File: src/pkg/mux_pkg.sv
`default_nettype none
package mux_pkg;
	// clock, filter, strobe and power-up timing
	localparam int CLK_PERIOD_NS = 50;
	localparam int FILTER_NS = 300;
	localparam int STROBE_NS = 300;
	localparam int POWERUP_NS = 1000;
	localparam int FILTER_CYCLES_I = (FILTER_NS + CLK_PERIOD_NS - 1) / CLK_PERIOD_NS;
	localparam int STROBE_CYCLES_I = (STROBE_NS + CLK_PERIOD_NS - 1) / CLK_PERIOD_NS;
	localparam int POWERUP_CYCLES_I = (POWERUP_NS + CLK_PERIOD_NS - 1) / CLK_PERIOD_NS;
	localparam int CNT_W = 5;
	localparam logic [CNT_W-1:0] FILTER_CYCLES = CNT_W'(FILTER_CYCLES_I);
	localparam logic [CNT_W-1:0] STROBE_CYCLES = CNT_W'(STROBE_CYCLES_I);
	localparam logic [CNT_W-1:0] POWERUP_CYCLES = CNT_W'(POWERUP_CYCLES_I);
	// function codes
	localparam logic [1:0] FC_COMMAND = 2'h3;
	localparam logic [1:0] FC_ACQ_WORD = 2'h1;
	localparam logic [1:0] FC_DISPLAY_WORD = 2'h0;
	localparam logic [1:0] FC_DATA_BYTE = 2'h0;
	// command byte fields
	localparam int SEL_LSB = 5;
	localparam int SEL_W = 3;
	localparam int CONTENT_W = 5;
	// status byte fields
	localparam int STAT_WATCHDOG_BIT = 7;
	localparam int STAT_READY_BIT = 6;
	localparam int DATA_W = 8;
	localparam int BUF_DEPTH = 2;
endpackage
`default_nettype wire

File: src/hdl/host_device_multiplexer.sv
`timescale 1ns/1ps
`default_nettype none
module host_device_multiplexer
(
	input  wire logic                          clk,
	input  wire logic                          sys_rst,
	input  wire logic                          host_send_request,
	input  wire logic                          response_ack_in,
	output logic                               response_ack_out,
	output logic                               response_ack_oe,
	input  wire logic                          data_valid_in,
	output logic                               data_valid_out,
	output logic                               data_valid_oe,
	input  wire logic [1:0]                    function_code_in,
	output logic [1:0]                         function_code_out,
	output logic [1:0]                         function_code_oe,
	input  wire logic [mux_pkg::DATA_W-1:0]    data_in,
	output logic [mux_pkg::DATA_W-1:0]         data_out,
	output logic [mux_pkg::DATA_W-1:0]         data_oe,
	output logic                               device_send_request,
	output logic                               cmd_strobe,
	output logic [mux_pkg::SEL_W-1:0]          cmd_select,
	output logic [mux_pkg::CONTENT_W-1:0]      cmd_content,
	output logic                               acq_word_strobe,
	output logic                               display_word_strobe,
	output logic [mux_pkg::DATA_W-1:0]         word_data,
	input  wire logic                          watchdog_timeout,
	input  wire logic                          iface_data_avail,
	input  wire logic                          iface_done,
	input  wire logic [mux_pkg::DATA_W-1:0]    iface_byte,
	input  wire logic                          iface_byte_valid,
	output logic                               iface_byte_ready,
	output logic                               next_byte_pulse,
	output logic                               iface_reset,
	output logic                               data_ready,
	output logic                               status_jam
);
	typedef enum logic [2:0] {IDLE, HOST_ACK, HOST_STROBE, HOST_RELEASE,
		DEV_OFFER, DEV_HOLD} state_e;
	typedef struct packed
	{
		state_e                              state;
		logic [mux_pkg::CNT_W-1:0]           cnt;        // strobe and reset timer
		logic                                ack;        // our response_ack
		logic                                dv;         // our data_valid
		logic                                drive;      // data and code enables
		logic [1:0]                          fc;         // code driven out
		logic [mux_pkg::DATA_W-1:0]          dout;       // byte driven out
		logic                                send_req;   // device_send_request
		logic                                cmd_stb;
		logic [mux_pkg::SEL_W-1:0]           sel;
		logic [mux_pkg::CONTENT_W-1:0]       content;
		logic                                acq_stb;
		logic                                disp_stb;
		logic [mux_pkg::DATA_W-1:0]          word;
		logic                                jam;        // status jam flag
		logic                                wd_seen;    // timeout since last status
		logic                                rdy;        // data ready flag
		logic                                nbp;        // next byte one-shot
		logic                                is_status;  // transfer carries status
		logic                                pop;        // release buffered byte
		logic                                if_rst;     // interface reset pulse
	} mux_s;
	mux_s r;
	mux_s next_r;
	localparam mux_s RESET_R = '{state: IDLE, if_rst: 1'b1, default: '0}; // reset image
	logic                         req_f;     // filtered host request
	logic                         ack_f;     // filtered host ack
	logic                         dv_f;      // filtered host data_valid
	logic [mux_pkg::DATA_W-1:0]   buf_data;
	logic                         buf_valid;
	logic                         buf_in_ready;

	// status byte: watchdog cause, data ready, last selection
	function automatic logic [mux_pkg::DATA_W-1:0] status_byte(input mux_s s);
		logic [mux_pkg::DATA_W-1:0] b;
		b = '0;
		b[mux_pkg::STAT_WATCHDOG_BIT] = s.wd_seen;
		b[mux_pkg::STAT_READY_BIT] = s.rdy;
		b[mux_pkg::SEL_W-1:0] = s.sel;
		return b;
	endfunction

	// synchronise and filter each handshake input
	input_filter req_filter
	(
		.clk      (clk),
		.sys_rst  (sys_rst),
		.raw      (host_send_request),
		.filtered (req_f)
	);
	input_filter ack_filter
	(
		.clk      (clk),
		.sys_rst  (sys_rst),
		.raw      (response_ack_in),
		.filtered (ack_f)
	);
	input_filter dv_filter
	(
		.clk      (clk),
		.sys_rst  (sys_rst),
		.raw      (data_valid_in),
		.filtered (dv_f)
	);

	// bytes from the sending interface wait here for the host
	byte_buffer out_buffer
	(
		.clk       (clk),
		.sys_rst   (sys_rst),
		.in_data   (iface_byte),
		.in_valid  (iface_byte_valid && r.rdy),
		.in_ready  (buf_in_ready),
		.out_data  (buf_data),
		.out_valid (buf_valid),
		.out_ready (r.pop)
	);

	// handshake sequencer and flags
	always_comb
	begin
		next_r = r;
		next_r.cmd_stb = 1'b0;
		next_r.acq_stb = 1'b0;
		next_r.disp_stb = 1'b0;
		next_r.nbp = 1'b0;
		next_r.pop = 1'b0;
		// power-up pulse to interfaces
		if (r.if_rst)
		begin
			if (r.cnt >= mux_pkg::POWERUP_CYCLES - 1'b1)
				next_r.if_rst = 1'b0;
			else
				next_r.cnt = r.cnt + 1'b1;
		end
		// data ready latch; set wins over done
		if (iface_data_avail)
			next_r.rdy = 1'b1;
		else if (iface_done)
			next_r.rdy = 1'b0;
		if (watchdog_timeout)
		begin
			next_r.jam = 1'b1;
			next_r.wd_seen = 1'b1;
		end
		case (r.state)
			IDLE:
			begin
				// host request always takes precedence
				if (req_f && !r.if_rst)
				begin
					next_r.ack = 1'b1;
					next_r.drive = 1'b0;
					next_r.state = HOST_ACK;
				end
				else if (r.jam && !r.if_rst)
				begin
					// status pushed without request
					next_r.send_req = 1'b1;
					next_r.fc = mux_pkg::FC_COMMAND;
					next_r.dout = status_byte(r);
					next_r.drive = 1'b1;
					next_r.is_status = 1'b1;
					next_r.state = DEV_OFFER;
				end
				else if (buf_valid && !r.pop && !r.if_rst)
				begin
					// requested data byte
					next_r.send_req = 1'b1;
					next_r.fc = mux_pkg::FC_DATA_BYTE;
					next_r.dout = buf_data;
					next_r.drive = 1'b1;
					next_r.is_status = 1'b0;
					next_r.state = DEV_OFFER;
				end
			end
			HOST_ACK:
			begin
				// wait for host data_valid
				if (dv_f)
				begin
					next_r.cnt = '0;
					next_r.sel = data_in[mux_pkg::SEL_LSB +: mux_pkg::SEL_W];
					next_r.content = data_in[mux_pkg::CONTENT_W-1:0];
					next_r.word = data_in;
					next_r.cmd_stb = (function_code_in == mux_pkg::FC_COMMAND);
					next_r.acq_stb = (function_code_in == mux_pkg::FC_ACQ_WORD);
					next_r.disp_stb = (function_code_in == mux_pkg::FC_DISPLAY_WORD);
					if (function_code_in == mux_pkg::FC_COMMAND)
						next_r.jam = 1'b1;
					next_r.state = HOST_STROBE;
				end
				else if (!req_f)
				begin
					next_r.ack = 1'b0;
					next_r.state = IDLE;
				end
			end
			HOST_STROBE:
			begin
				// strobe held for the second delay
				if (r.cnt >= mux_pkg::STROBE_CYCLES - 1'b1)
				begin
					next_r.ack = 1'b0;
					next_r.state = HOST_RELEASE;
				end
				else
				begin
					next_r.cnt = r.cnt + 1'b1;
					next_r.cmd_stb = r.cmd_stb;
					next_r.acq_stb = r.acq_stb;
					next_r.disp_stb = r.disp_stb;
				end
			end
			HOST_RELEASE:
			begin
				// host must drop request and data_valid
				if (!req_f && !dv_f)
					next_r.state = IDLE;
			end
			DEV_OFFER:
			begin
				if (ack_f)
				begin
					next_r.dv = 1'b1;
					next_r.state = DEV_HOLD;
				end
				else if (req_f)
				begin
					// host wants the bus first
					next_r.send_req = 1'b0;
					next_r.drive = 1'b0;
					next_r.state = IDLE;
				end
			end
			DEV_HOLD:
			begin
				// lines stay put until host ack falls
				if (!ack_f)
				begin
					next_r.dv = 1'b0;
					next_r.send_req = 1'b0;
					next_r.drive = 1'b0;
					next_r.state = IDLE;
					if (r.is_status && !watchdog_timeout) // timeout now keeps the jam
					begin
						next_r.jam = 1'b0;
						next_r.wd_seen = 1'b0;
					end
					if (!r.is_status)
					begin
						next_r.pop = 1'b1;
						next_r.nbp = !r.jam;
					end
				end
			end
			default:
			begin
				next_r.state = IDLE;
			end
		endcase
	end

	// state register
	always_ff @(posedge clk or posedge sys_rst)
	begin
		if (sys_rst)
			r <= RESET_R; // interfaces held in reset
		else
			r <= next_r;
	end

	// pins and interface outputs, all from flops
	assign response_ack_out = r.ack;
	assign response_ack_oe = r.ack;
	assign data_valid_out = r.dv;
	assign data_valid_oe = r.drive;
	assign function_code_out = r.fc;
	assign function_code_oe = {2{r.drive}};
	assign data_out = r.dout;
	assign data_oe = {mux_pkg::DATA_W{r.drive}};
	assign device_send_request = r.send_req;
	assign cmd_strobe = r.cmd_stb;
	assign cmd_select = r.sel;
	assign cmd_content = r.content;
	assign acq_word_strobe = r.acq_stb;
	assign display_word_strobe = r.disp_stb;
	assign word_data = r.word;
	assign iface_byte_ready = buf_in_ready;
	assign next_byte_pulse = r.nbp;
	assign iface_reset = r.if_rst;
	assign data_ready = r.rdy;
	assign status_jam = r.jam;

	// protocol checks
	drivers_off_a:
		assert property (@(posedge clk) disable iff (sys_rst)
			response_ack_out |-> !data_oe[0] && !device_send_request)
		else $error("drivers on while acknowledging host");
	ack_follows_req_a:
		assert property (@(posedge clk) disable iff (sys_rst)
			$rose(req_f) && r.state == IDLE && !iface_reset |=> response_ack_out)
		else $error("no ack after filtered request");
	strobe_length_a:
		assert property (@(posedge clk) disable iff (sys_rst)
			$rose(cmd_strobe) |-> cmd_strobe [*6] ##1 !cmd_strobe && !response_ack_out)
		else $error("strobe length or ack drop wrong");
	cmd_sets_jam_a:
		assert property (@(posedge clk) disable iff (sys_rst)
			$rose(cmd_strobe) |-> status_jam)
		else $error("command did not set status_jam");
	status_code_a:
		assert property (@(posedge clk) disable iff (sys_rst)
			device_send_request && r.is_status |-> function_code_out == 2'h3)
		else $error("status sent without code 11");
	hold_steady_a:
		assert property (@(posedge clk) disable iff (sys_rst)
			data_valid_out && $past(data_valid_out) |-> $stable(data_out) && $stable(function_code_out))
		else $error("outputs changed while held");
	word_no_jam_a:
		assert property (@(posedge clk) disable iff (sys_rst)
			($rose(acq_word_strobe) || $rose(display_word_strobe)) && !$past(watchdog_timeout)
			|-> status_jam == $past(status_jam))
		else $error("full word changed status_jam");
	pulse_on_trail_a:
		assert property (@(posedge clk) disable iff (sys_rst)
			next_byte_pulse |-> $past(r.state) == DEV_HOLD && !$past(status_jam) ##1 !next_byte_pulse)
		else $error("next byte pulse out of place");
	data_code_a:
		assert property (@(posedge clk) disable iff (sys_rst)
			device_send_request && !r.is_status |-> function_code_out == 2'h0)
		else $error("data byte sent without code 00");
	reset_pulse_a:
		assert property (@(posedge clk) disable iff (sys_rst)
			$fell(iface_reset) |-> $past(sys_rst, 21) && !$past(sys_rst, 20))
		else $error("interface reset pulse length wrong");

	cmd_seen_c: cover property (@(posedge clk) disable iff (sys_rst) $rose(cmd_strobe));
	status_sent_c: cover property (@(posedge clk) disable iff (sys_rst)
		$fell(status_jam));
	byte_sent_c: cover property (@(posedge clk) disable iff (sys_rst) next_byte_pulse);
endmodule // host_device_multiplexer
`default_nettype wire

File: src/hdl/input_filter.sv
`timescale 1ns/1ps
`default_nettype none
// three-flop synchroniser followed by a stability filter
module input_filter
(
	input  wire logic clk,
	input  wire logic sys_rst,
	input  wire logic raw,
	output logic      filtered
);
	typedef struct packed
	{
		logic                         s1;  // first stage, read by s2 only
		logic                         s2;
		logic                         s3;
		logic [mux_pkg::CNT_W-1:0]    cnt; // cycles of agreement seen
		logic                         out;
	} filt_s;
	filt_s r;
	filt_s next_r;

	// count agreement of stages two and three before accepting a change
	always_comb
	begin
		next_r = r;
		next_r.s1 = raw;
		next_r.s2 = r.s1;
		next_r.s3 = r.s2;
		if (r.s2 == r.s3 && r.s3 != r.out)
		begin
			if (r.cnt >= mux_pkg::FILTER_CYCLES - 1'b1)
			begin
				next_r.out = r.s3;
				next_r.cnt = '0;
			end
			else
				next_r.cnt = r.cnt + 1'b1;
		end
		else
			next_r.cnt = '0; // glitch restarts the delay
	end

	// state register
	always_ff @(posedge clk or posedge sys_rst)
	begin
		if (sys_rst)
			r <= '0;
		else
			r <= next_r;
	end

	assign filtered = r.out;
endmodule // input_filter
`default_nettype wire

File: src/hdl/byte_buffer.sv
`timescale 1ns/1ps
`default_nettype none
// two-entry byte buffer with valid/ready on both sides
module byte_buffer
(
	input  wire logic                       clk,
	input  wire logic                       sys_rst,
	input  wire logic [mux_pkg::DATA_W-1:0] in_data,
	input  wire logic                       in_valid,
	output logic                            in_ready,
	output logic [mux_pkg::DATA_W-1:0]      out_data,
	output logic                            out_valid,
	input  wire logic                       out_ready
);
	typedef struct packed
	{
		logic [1:0][mux_pkg::DATA_W-1:0] mem;   // storage
		logic                            wr;    // write slot
		logic                            rd;    // read slot
		logic [1:0]                      count; // words held
		logic                            space; // registered not-full
	} buf_s;
	buf_s r;
	buf_s next_r;
	logic push;
	logic pop;

	// push and pop bookkeeping
	always_comb
	begin
		next_r = r;
		push = in_valid && r.space;
		pop = out_ready && (r.count != 2'h0);
		if (push)
		begin
			next_r.mem[r.wr] = in_data;
			next_r.wr = ~r.wr;
		end
		if (pop)
			next_r.rd = ~r.rd;
		next_r.count = r.count + {1'b0, push} - {1'b0, pop};
		next_r.space = (next_r.count != 2'(mux_pkg::BUF_DEPTH));
	end

	// state register
	always_ff @(posedge clk or posedge sys_rst)
	begin
		if (sys_rst)
			r <= '{mem: '0, wr: 1'b0, rd: 1'b0, count: 2'h0, space: 1'b1};
		else
			r <= next_r;
	end

	assign in_ready = r.space;
	assign out_data = r.mem[r.rd];
	assign out_valid = (r.count != 2'h0);
endmodule // byte_buffer
`default_nettype wire

File: config.mk
export PLATFORM = sky130hd
export DESIGN_NAME = host_device_multiplexer
export DESIGN_NICKNAME = d
export VERILOG_FILES = /design/src/pkg/mux_pkg.sv /design/src/hdl/host_device_multiplexer.sv /design/src/hdl/input_filter.sv /design/src/hdl/byte_buffer.sv
export SDC_FILE = /design/constraint.sdc
export NUM_CORES = 1
export LEC_CHECK = 0
export BUFFER_PORTS_ARGS = -buffer_cell sky130_fd_sc_hd__buf_2
export CORE_MARGIN = 1.5
export CORE_UTILIZATION = 59
export CTS_CLUSTER_DIAMETER = 80
export DETAILED_ROUTE_END_ITERATION = 6
export PLACE_DENSITY = 0.89
export SYNTH_ARGS = -nofsm -noshare
export SYNTH_HDL_FRONTEND = slang
export SYNTH_SLANG_ARGS = --single-unit
File: constraint.sdc
create_clock -name clk -period 6.9 [get_ports clk]
set_input_delay 0.345 -clock clk [delete_from_list [all_inputs] [get_ports clk]]
set_output_delay 0.345 -clock clk [all_outputs]
set_load 0.005 [all_outputs]
; After elaboration in Yosys (flattened, before gate mapping)
; Index checks and enable logic that the tools add are counted.
[totals]
reg_bits = 96
input_bits = 27
out_inout_bits = 49
word_cells = 190
[classes]
addsub = 6
bitwise_logic = 3
n_mux = 66
order_cmp = 8
n_reduce_logical = 37
eq_ne = 28
[op_table]
columns = cell, count
row1 = 5-bit two-way mux, 10
row2 = 3-bit two-way mux, 10
row3 = 1-bit two-way mux, 24
row4 = 12-bit two-way mux, 2
row5 = 8-bit two-way mux, 3
row6 = 5-bit by 1-bit adder with 5-bit output (second input constant), 4
row7 = 5-bit by 3-bit greater-or-equal comparator with 1-bit output (second input constant), 4
row8 = 20-bit two-way mux, 1
row9 = 2-bit != test (second input constant), 9
row10 = 3-bit one-hot mux with 6 select lines, 1
row11 = 16-bit bitwise mux, 1
row12 = 1-bit logical AND, 13
row13 = 6-bit AND reduction, 2
row14 = 2-bit two-way mux, 5
row15 = 5-bit one-hot mux with 2 select lines, 1
row16 = 5-bit AND reduction, 2
row17 = 1-bit one-hot mux with 3 select lines, 3
row18 = 8-bit demux with 1-bit select, 1
row19 = 2-bit AND reduction, 4
row20 = 2-bit nonzero test, 4
row21 = 3-bit by 2-bit == test with 1-bit output (second input constant), 2
row22 = 3-bit == test (second input constant), 2
row23 = 1-bit logical NOT, 6
row24 = 1-bit one-hot mux with 2 select lines, 3
row25 = 21 further kinds, 31

; Logic depth before layout (Yosys ltp)
[depth]
word_depth = 7
ltp_mapped = 8
ltp_nobuf = 8

; Modules after synthesis
; A second synthesis with hierarchy kept.
[hier_totals]
hier_cells = 368
hier_area_um2 = 4095.2
[by_module_without_submodules]
columns = module, area_each_um2, n_inst, seq_area_each_um2, cells_per_inst
row1 = host_device_multiplexer, 2062.0, 1, 952.2, 222
row2 = input_filter, 362.8, 3, 225.2, 28
row3 = byte_buffer, 944.7, 1, 526.8, 62

; Worst setup path after synthesis
; Ideal clock, no wire load.
[synth_timing]
path_kind = register to register
from = register r, in the netlist iface_reset
to = register r, in the netlist data_out[0]
n_path_buf = 1
period_less_slack_ns = 1.853
required_ns = 6.775
path_slack_ns = 5.047
path_stages_with_launch = 6
setup_time_ns = 0.125
t_arrival_ns = 1.727
path_cell_list = dfstp_2 nor2b_4 or4_4 nor3_4 buf_6 mux2_4
[synth_via]
elab_chain_cells = 4
elab_cells_between_ends = 8
classes_between = mux: 1 / bitwise: 1 / reduce/logical: 6
[synth_rtl]
columns = element, line
row1 = from (decl), host_device_multiplexer.sv:64  ; mux_s r;
row2 = from (signal assigned), host_device_multiplexer.sv:271  ; r <= next_r;
row3 = 1-bit logical NOT *, "host_device_multiplexer.sv:151, host_device_multiplexer.sv:157, host_device_multiplexer.sv:167"
row4 = 1-bit logical AND (on tied branches), "host_device_multiplexer.sv:157, host_device_multiplexer.sv:151, host_device_multiplexer.sv:167"
row5 = 2-bit nonzero test (no line) / 1-bit inverter (equally long branches), --
row6 = 3-bit AND reduction (no line), --
; Every way passes the cells marked *; elsewhere a longest branch is shown, timed or not.
; A chain may end at the register's enable or synchronous reset.

; Worst setup path after layout
[layout_timing]
from = register r, in the netlist iface_reset
to = register r, in the netlist data_out[5]
; Same word-level chain as after synthesis.

==> flow_summary.yaml <==
floorplan:
  dieHeight_microns: 85.5
  core_region_area_sq_mm: 0.00646
  dieArea_sq_mm: 0.00732
  initial_core_util: 0.622
  die_w_microns: 85.5
  placementRows: 29
  io-pin-count: 76
synthesis:
  ys_types: 51
  synth_top_family_by_area: "simple AND/OR/NAND/NOR gates"
  ys.flop_type: "dfrtp_1"
  netlist_area_sq_mm: 0.00402
  synth_compound_area_frac: 0.0934
  syn-instance-count: 358
  ys_seq_area_frac: 0.536
  synth_edf_count: 0
  synth-xor-area-share: 0.0174
  ys.warnings.count: 0
  synthAdderAreaFrac: 0.0311
  async_flop_share: 1.00
  synthSimpleGateAreaFrac: 0.118
  syn_avg_cell_area_sq_um: 11.2
  muxShareOfSynthArea: 0.101
  ys_seq_elements: 86
layout:
  utilization: 0.681
  syn2layout_area_growth_pct: 9.50
  stdcell_area_sq_mm: 0.00440
  drive_gt1_frac: 0.325
  layout.nets: 435
  diodes: 0
placement:
  placed_cell_area_sq_mm: 0.00416
  dp_hpwl_microns: 5230
  finalWeightedCongestion: 0.896
  io_buffer_count: 75
clock_tree:
  cts_resized: 0
  cts.sinks: 86
  post_cts_buffers: 0
  clock_latency_ns: 0.35
  cts_buffers: 9
  cts_tree: "built"
  cts_root_buffer: "clkbuf_8"
  cts_hold_buffers: 0
  clockBufferDepth: 2
  h-tree-depth: 3
  cts.clk_slew.worst_paths_ns: 0.09
run_status:
  outcome: "complete, but fails checks"
  violations: "DRC"
sta:
  worst_pin_slew_ns: 1.08
  fin_setup_tns_ns: 0
  rsz0062_at_grt: "no"
  report.final.hold_viol_count: 0
  period_share: 0.325
  slew_viol_final: 0
  setup_viol: 0
  clock.fmax_ghz: 0.445
  layout_min_cycle_time_ns: 2.24
  finalClockSkew_ns: 0.0107
  max_slew_margin: 0.272
drt:
  dr.pass1.iters: 6
  drt-initial-drc-count: 177
  drc_errors: 7
  vias: 2615
  detail-route-antenna-nets: 0
  viasPerCell: 5.45
  avgRoutedWirePerCell_microns: 15.3
  routed_wl_microns: 7320
worst_setup_path:
  setup.worst_path.start: "iface_reset"
  crit_path_start_kind: "flop"
  timing.rr.start: "iface_reset"
  endpoint: "data_out[5]"
  rr_endpoint: "data_out[5]"
  r2r_setup_slack_ns: 4.66
  worstSetupPathType: "flop to flop"
  crit_required_ns: 7.14
  worstPathMaxFanout: 12
  r2r_cells: 4
  arrival_ns: 2.48
  end_kind: "flop"
grt:
  grt_pass1_vias: 2584
  grt-ovfl-total: 0
  antenna_found_initial: 0
  grt_use_total: 0.213
  grt_max_degree: 87
  grt_pass1_wl_microns: 12000
power_and_ir_drop:
  leakage_nw: 2.21
  vdd_drop_max_mv: 0.235
  cellPowerDensity_mw_per_mm2: 384
hold_path:
  hold_path_class: "input port to flop"
job:
  cap_violations: 0
## how the worst min path moves through the flow
stage / cells after the start / to / startpoint
6_report: 1 / ack_filter.next_r[7] / response_ack_in
5_1_grt: 1 / ack_filter.next_r[7] / response_ack_in
4_1_cts: 1 / req_filter.next_r[7] / host_send_request
3_5_place_dp: 0 / req_filter.next_r[6] / req_filter.next_r[7]
3_3_place_gp: 0 / dv_filter.next_r[6] / dv_filter.next_r[7]
2_1_floorplan: 0 / ack_filter.next_r[6] / ack_filter.next_r[7]
## layout by cell type (no fill, tap or decap), drive strengths merged, types with 2 or more instances in the layout
master  count
o21ai      16
xor2        2
clkbuf     12
mux2       25
buf        76
nor2       28
o22ai       2
mux2i      10
a21boi      2
conb        6
o31a        3
o31ai       3
ha         10
a21oi       3
nand2b      4
clkinv      3
dfrtp      84
xnor2       6
a21o        5
o21bai      4
or3         2
dfstp       2
a21bo       3
nor3        9
nor3b       4
bufinv      2
inv        13
nor2b       4
nand2      43
and3        2
## per-stage QoR
step / setup slack (ns) / std cells / hold WS (ns) / total power, mW
2_1_floorplan: 4.34 / 363 / 0.331 / 1.24
3_3_place_gp: 4.77 / 464 / 0.335 / 1.25
3_5_place_dp: 4.68 / 464 / 0.335 / 1.29
4_1_cts: 4.67 / 480 / 0.0827 / 1.70
5_1_grt: 4.57 / 480 / 0.0837 / 1.79
6_report: 4.66 / 480 / 0.0914 / 1.69
## cells in the mapped netlist, types with 2 or more instances
cell type / count / area [sq um]
dfstp_2: 2 / 52.6
nor2_1: 28 / 105
o31ai_1: 3 / 22.5
dfrtp_1: 84 / 2100
a21oi_1: 3 / 15.0
nor3_1: 8 / 40.0
nor2b_1: 3 / 18.8
o31a_1: 3 / 26.3
inv_1: 14 / 52.6
a21bo_2: 3 / 30.0
buf_4: 37 / 278
nor3b_1: 4 / 30.0
nand2_1: 43 / 161
o21bai_1: 4 / 30.0
o22ai_1: 2 / 12.5
xor2_1: 2 / 17.5
ha_1: 10 / 125
a21o_2: 2 / 17.5
xnor2_1: 6 / 52.6
or3_1: 2 / 12.5
nand2b_1: 4 / 25.0
mux2_2: 19 / 214
o21ai_0: 16 / 80.1
a21o_1: 3 / 22.5
mux2i_1: 10 / 100
mux2_4: 6 / 90.1
clkbuf_1: 11 / 41.3
buf_2: 2 / 10.0
and3_1: 2 / 12.5
## logic make-up (layout without fill, tap and decap cells)
kind of cell	after synthesis	in the layout
DFF	86	86
xor gates and xnor gates	8	8
AOI/OAI and AO/OA	52	52
buffers and inverters	66	106
muxes	35	35
other	1	6
adders and majority gates	10	10
and+or+nand+nor	100	100
## worst max-delay path, stage by stage (launching register included)
cell,delay (ns)
dfstp_2,0.66
nor2b_4,0.08
or4_4,0.44
nor3_4,0.54
mux2_2,0.41
## flip-flops by register name (all words and copies together), names as in the netlist, 3 cells and up
signal / count
dv_filter.r: 6
out_buffer.r: 20
ack_filter.r: 6
cmd_content: 4
r: 10
data_out: 8
req_filter.r: 6
cmd_select: 3
## report_power, final
part           internal, mW  switching [mW]  total [mW]  leakage (nW)
Sequential            0.645           0.144       0.789          1.05
Clock                 0.235           0.179       0.414         0.123
Combinational         0.267           0.221       0.488          1.04
## per-layer routing
metal,up-vias,wire length [microns],share of wire,track usage
met5,-,0,0,0
met4,0,99,0.014,0.0792
met3,13,321,0.044,0.0472
met2,73,3770,0.52,0.367
met1,1293,3130,0.43,0.264
li1,1236,-,-,-
## cell type report
| cell class | count | area, sq um |
|---|---|---|
| Sequential cell | 86 | 2150 |
| Fill cell | 460 | 2060 |
| Multi-Input combinational cell | 211 | 1470 |
| Timing Repair Buffer | 76 | 383 |
| Clock buffer | 12 | 165 |
| Tap cell | 77 | 96.3 |
| Clock inverter | 4 | 77.6 |
| Inverter | 14 | 53.8 |
No activity file was read; power rests on OpenSTA's default activity.
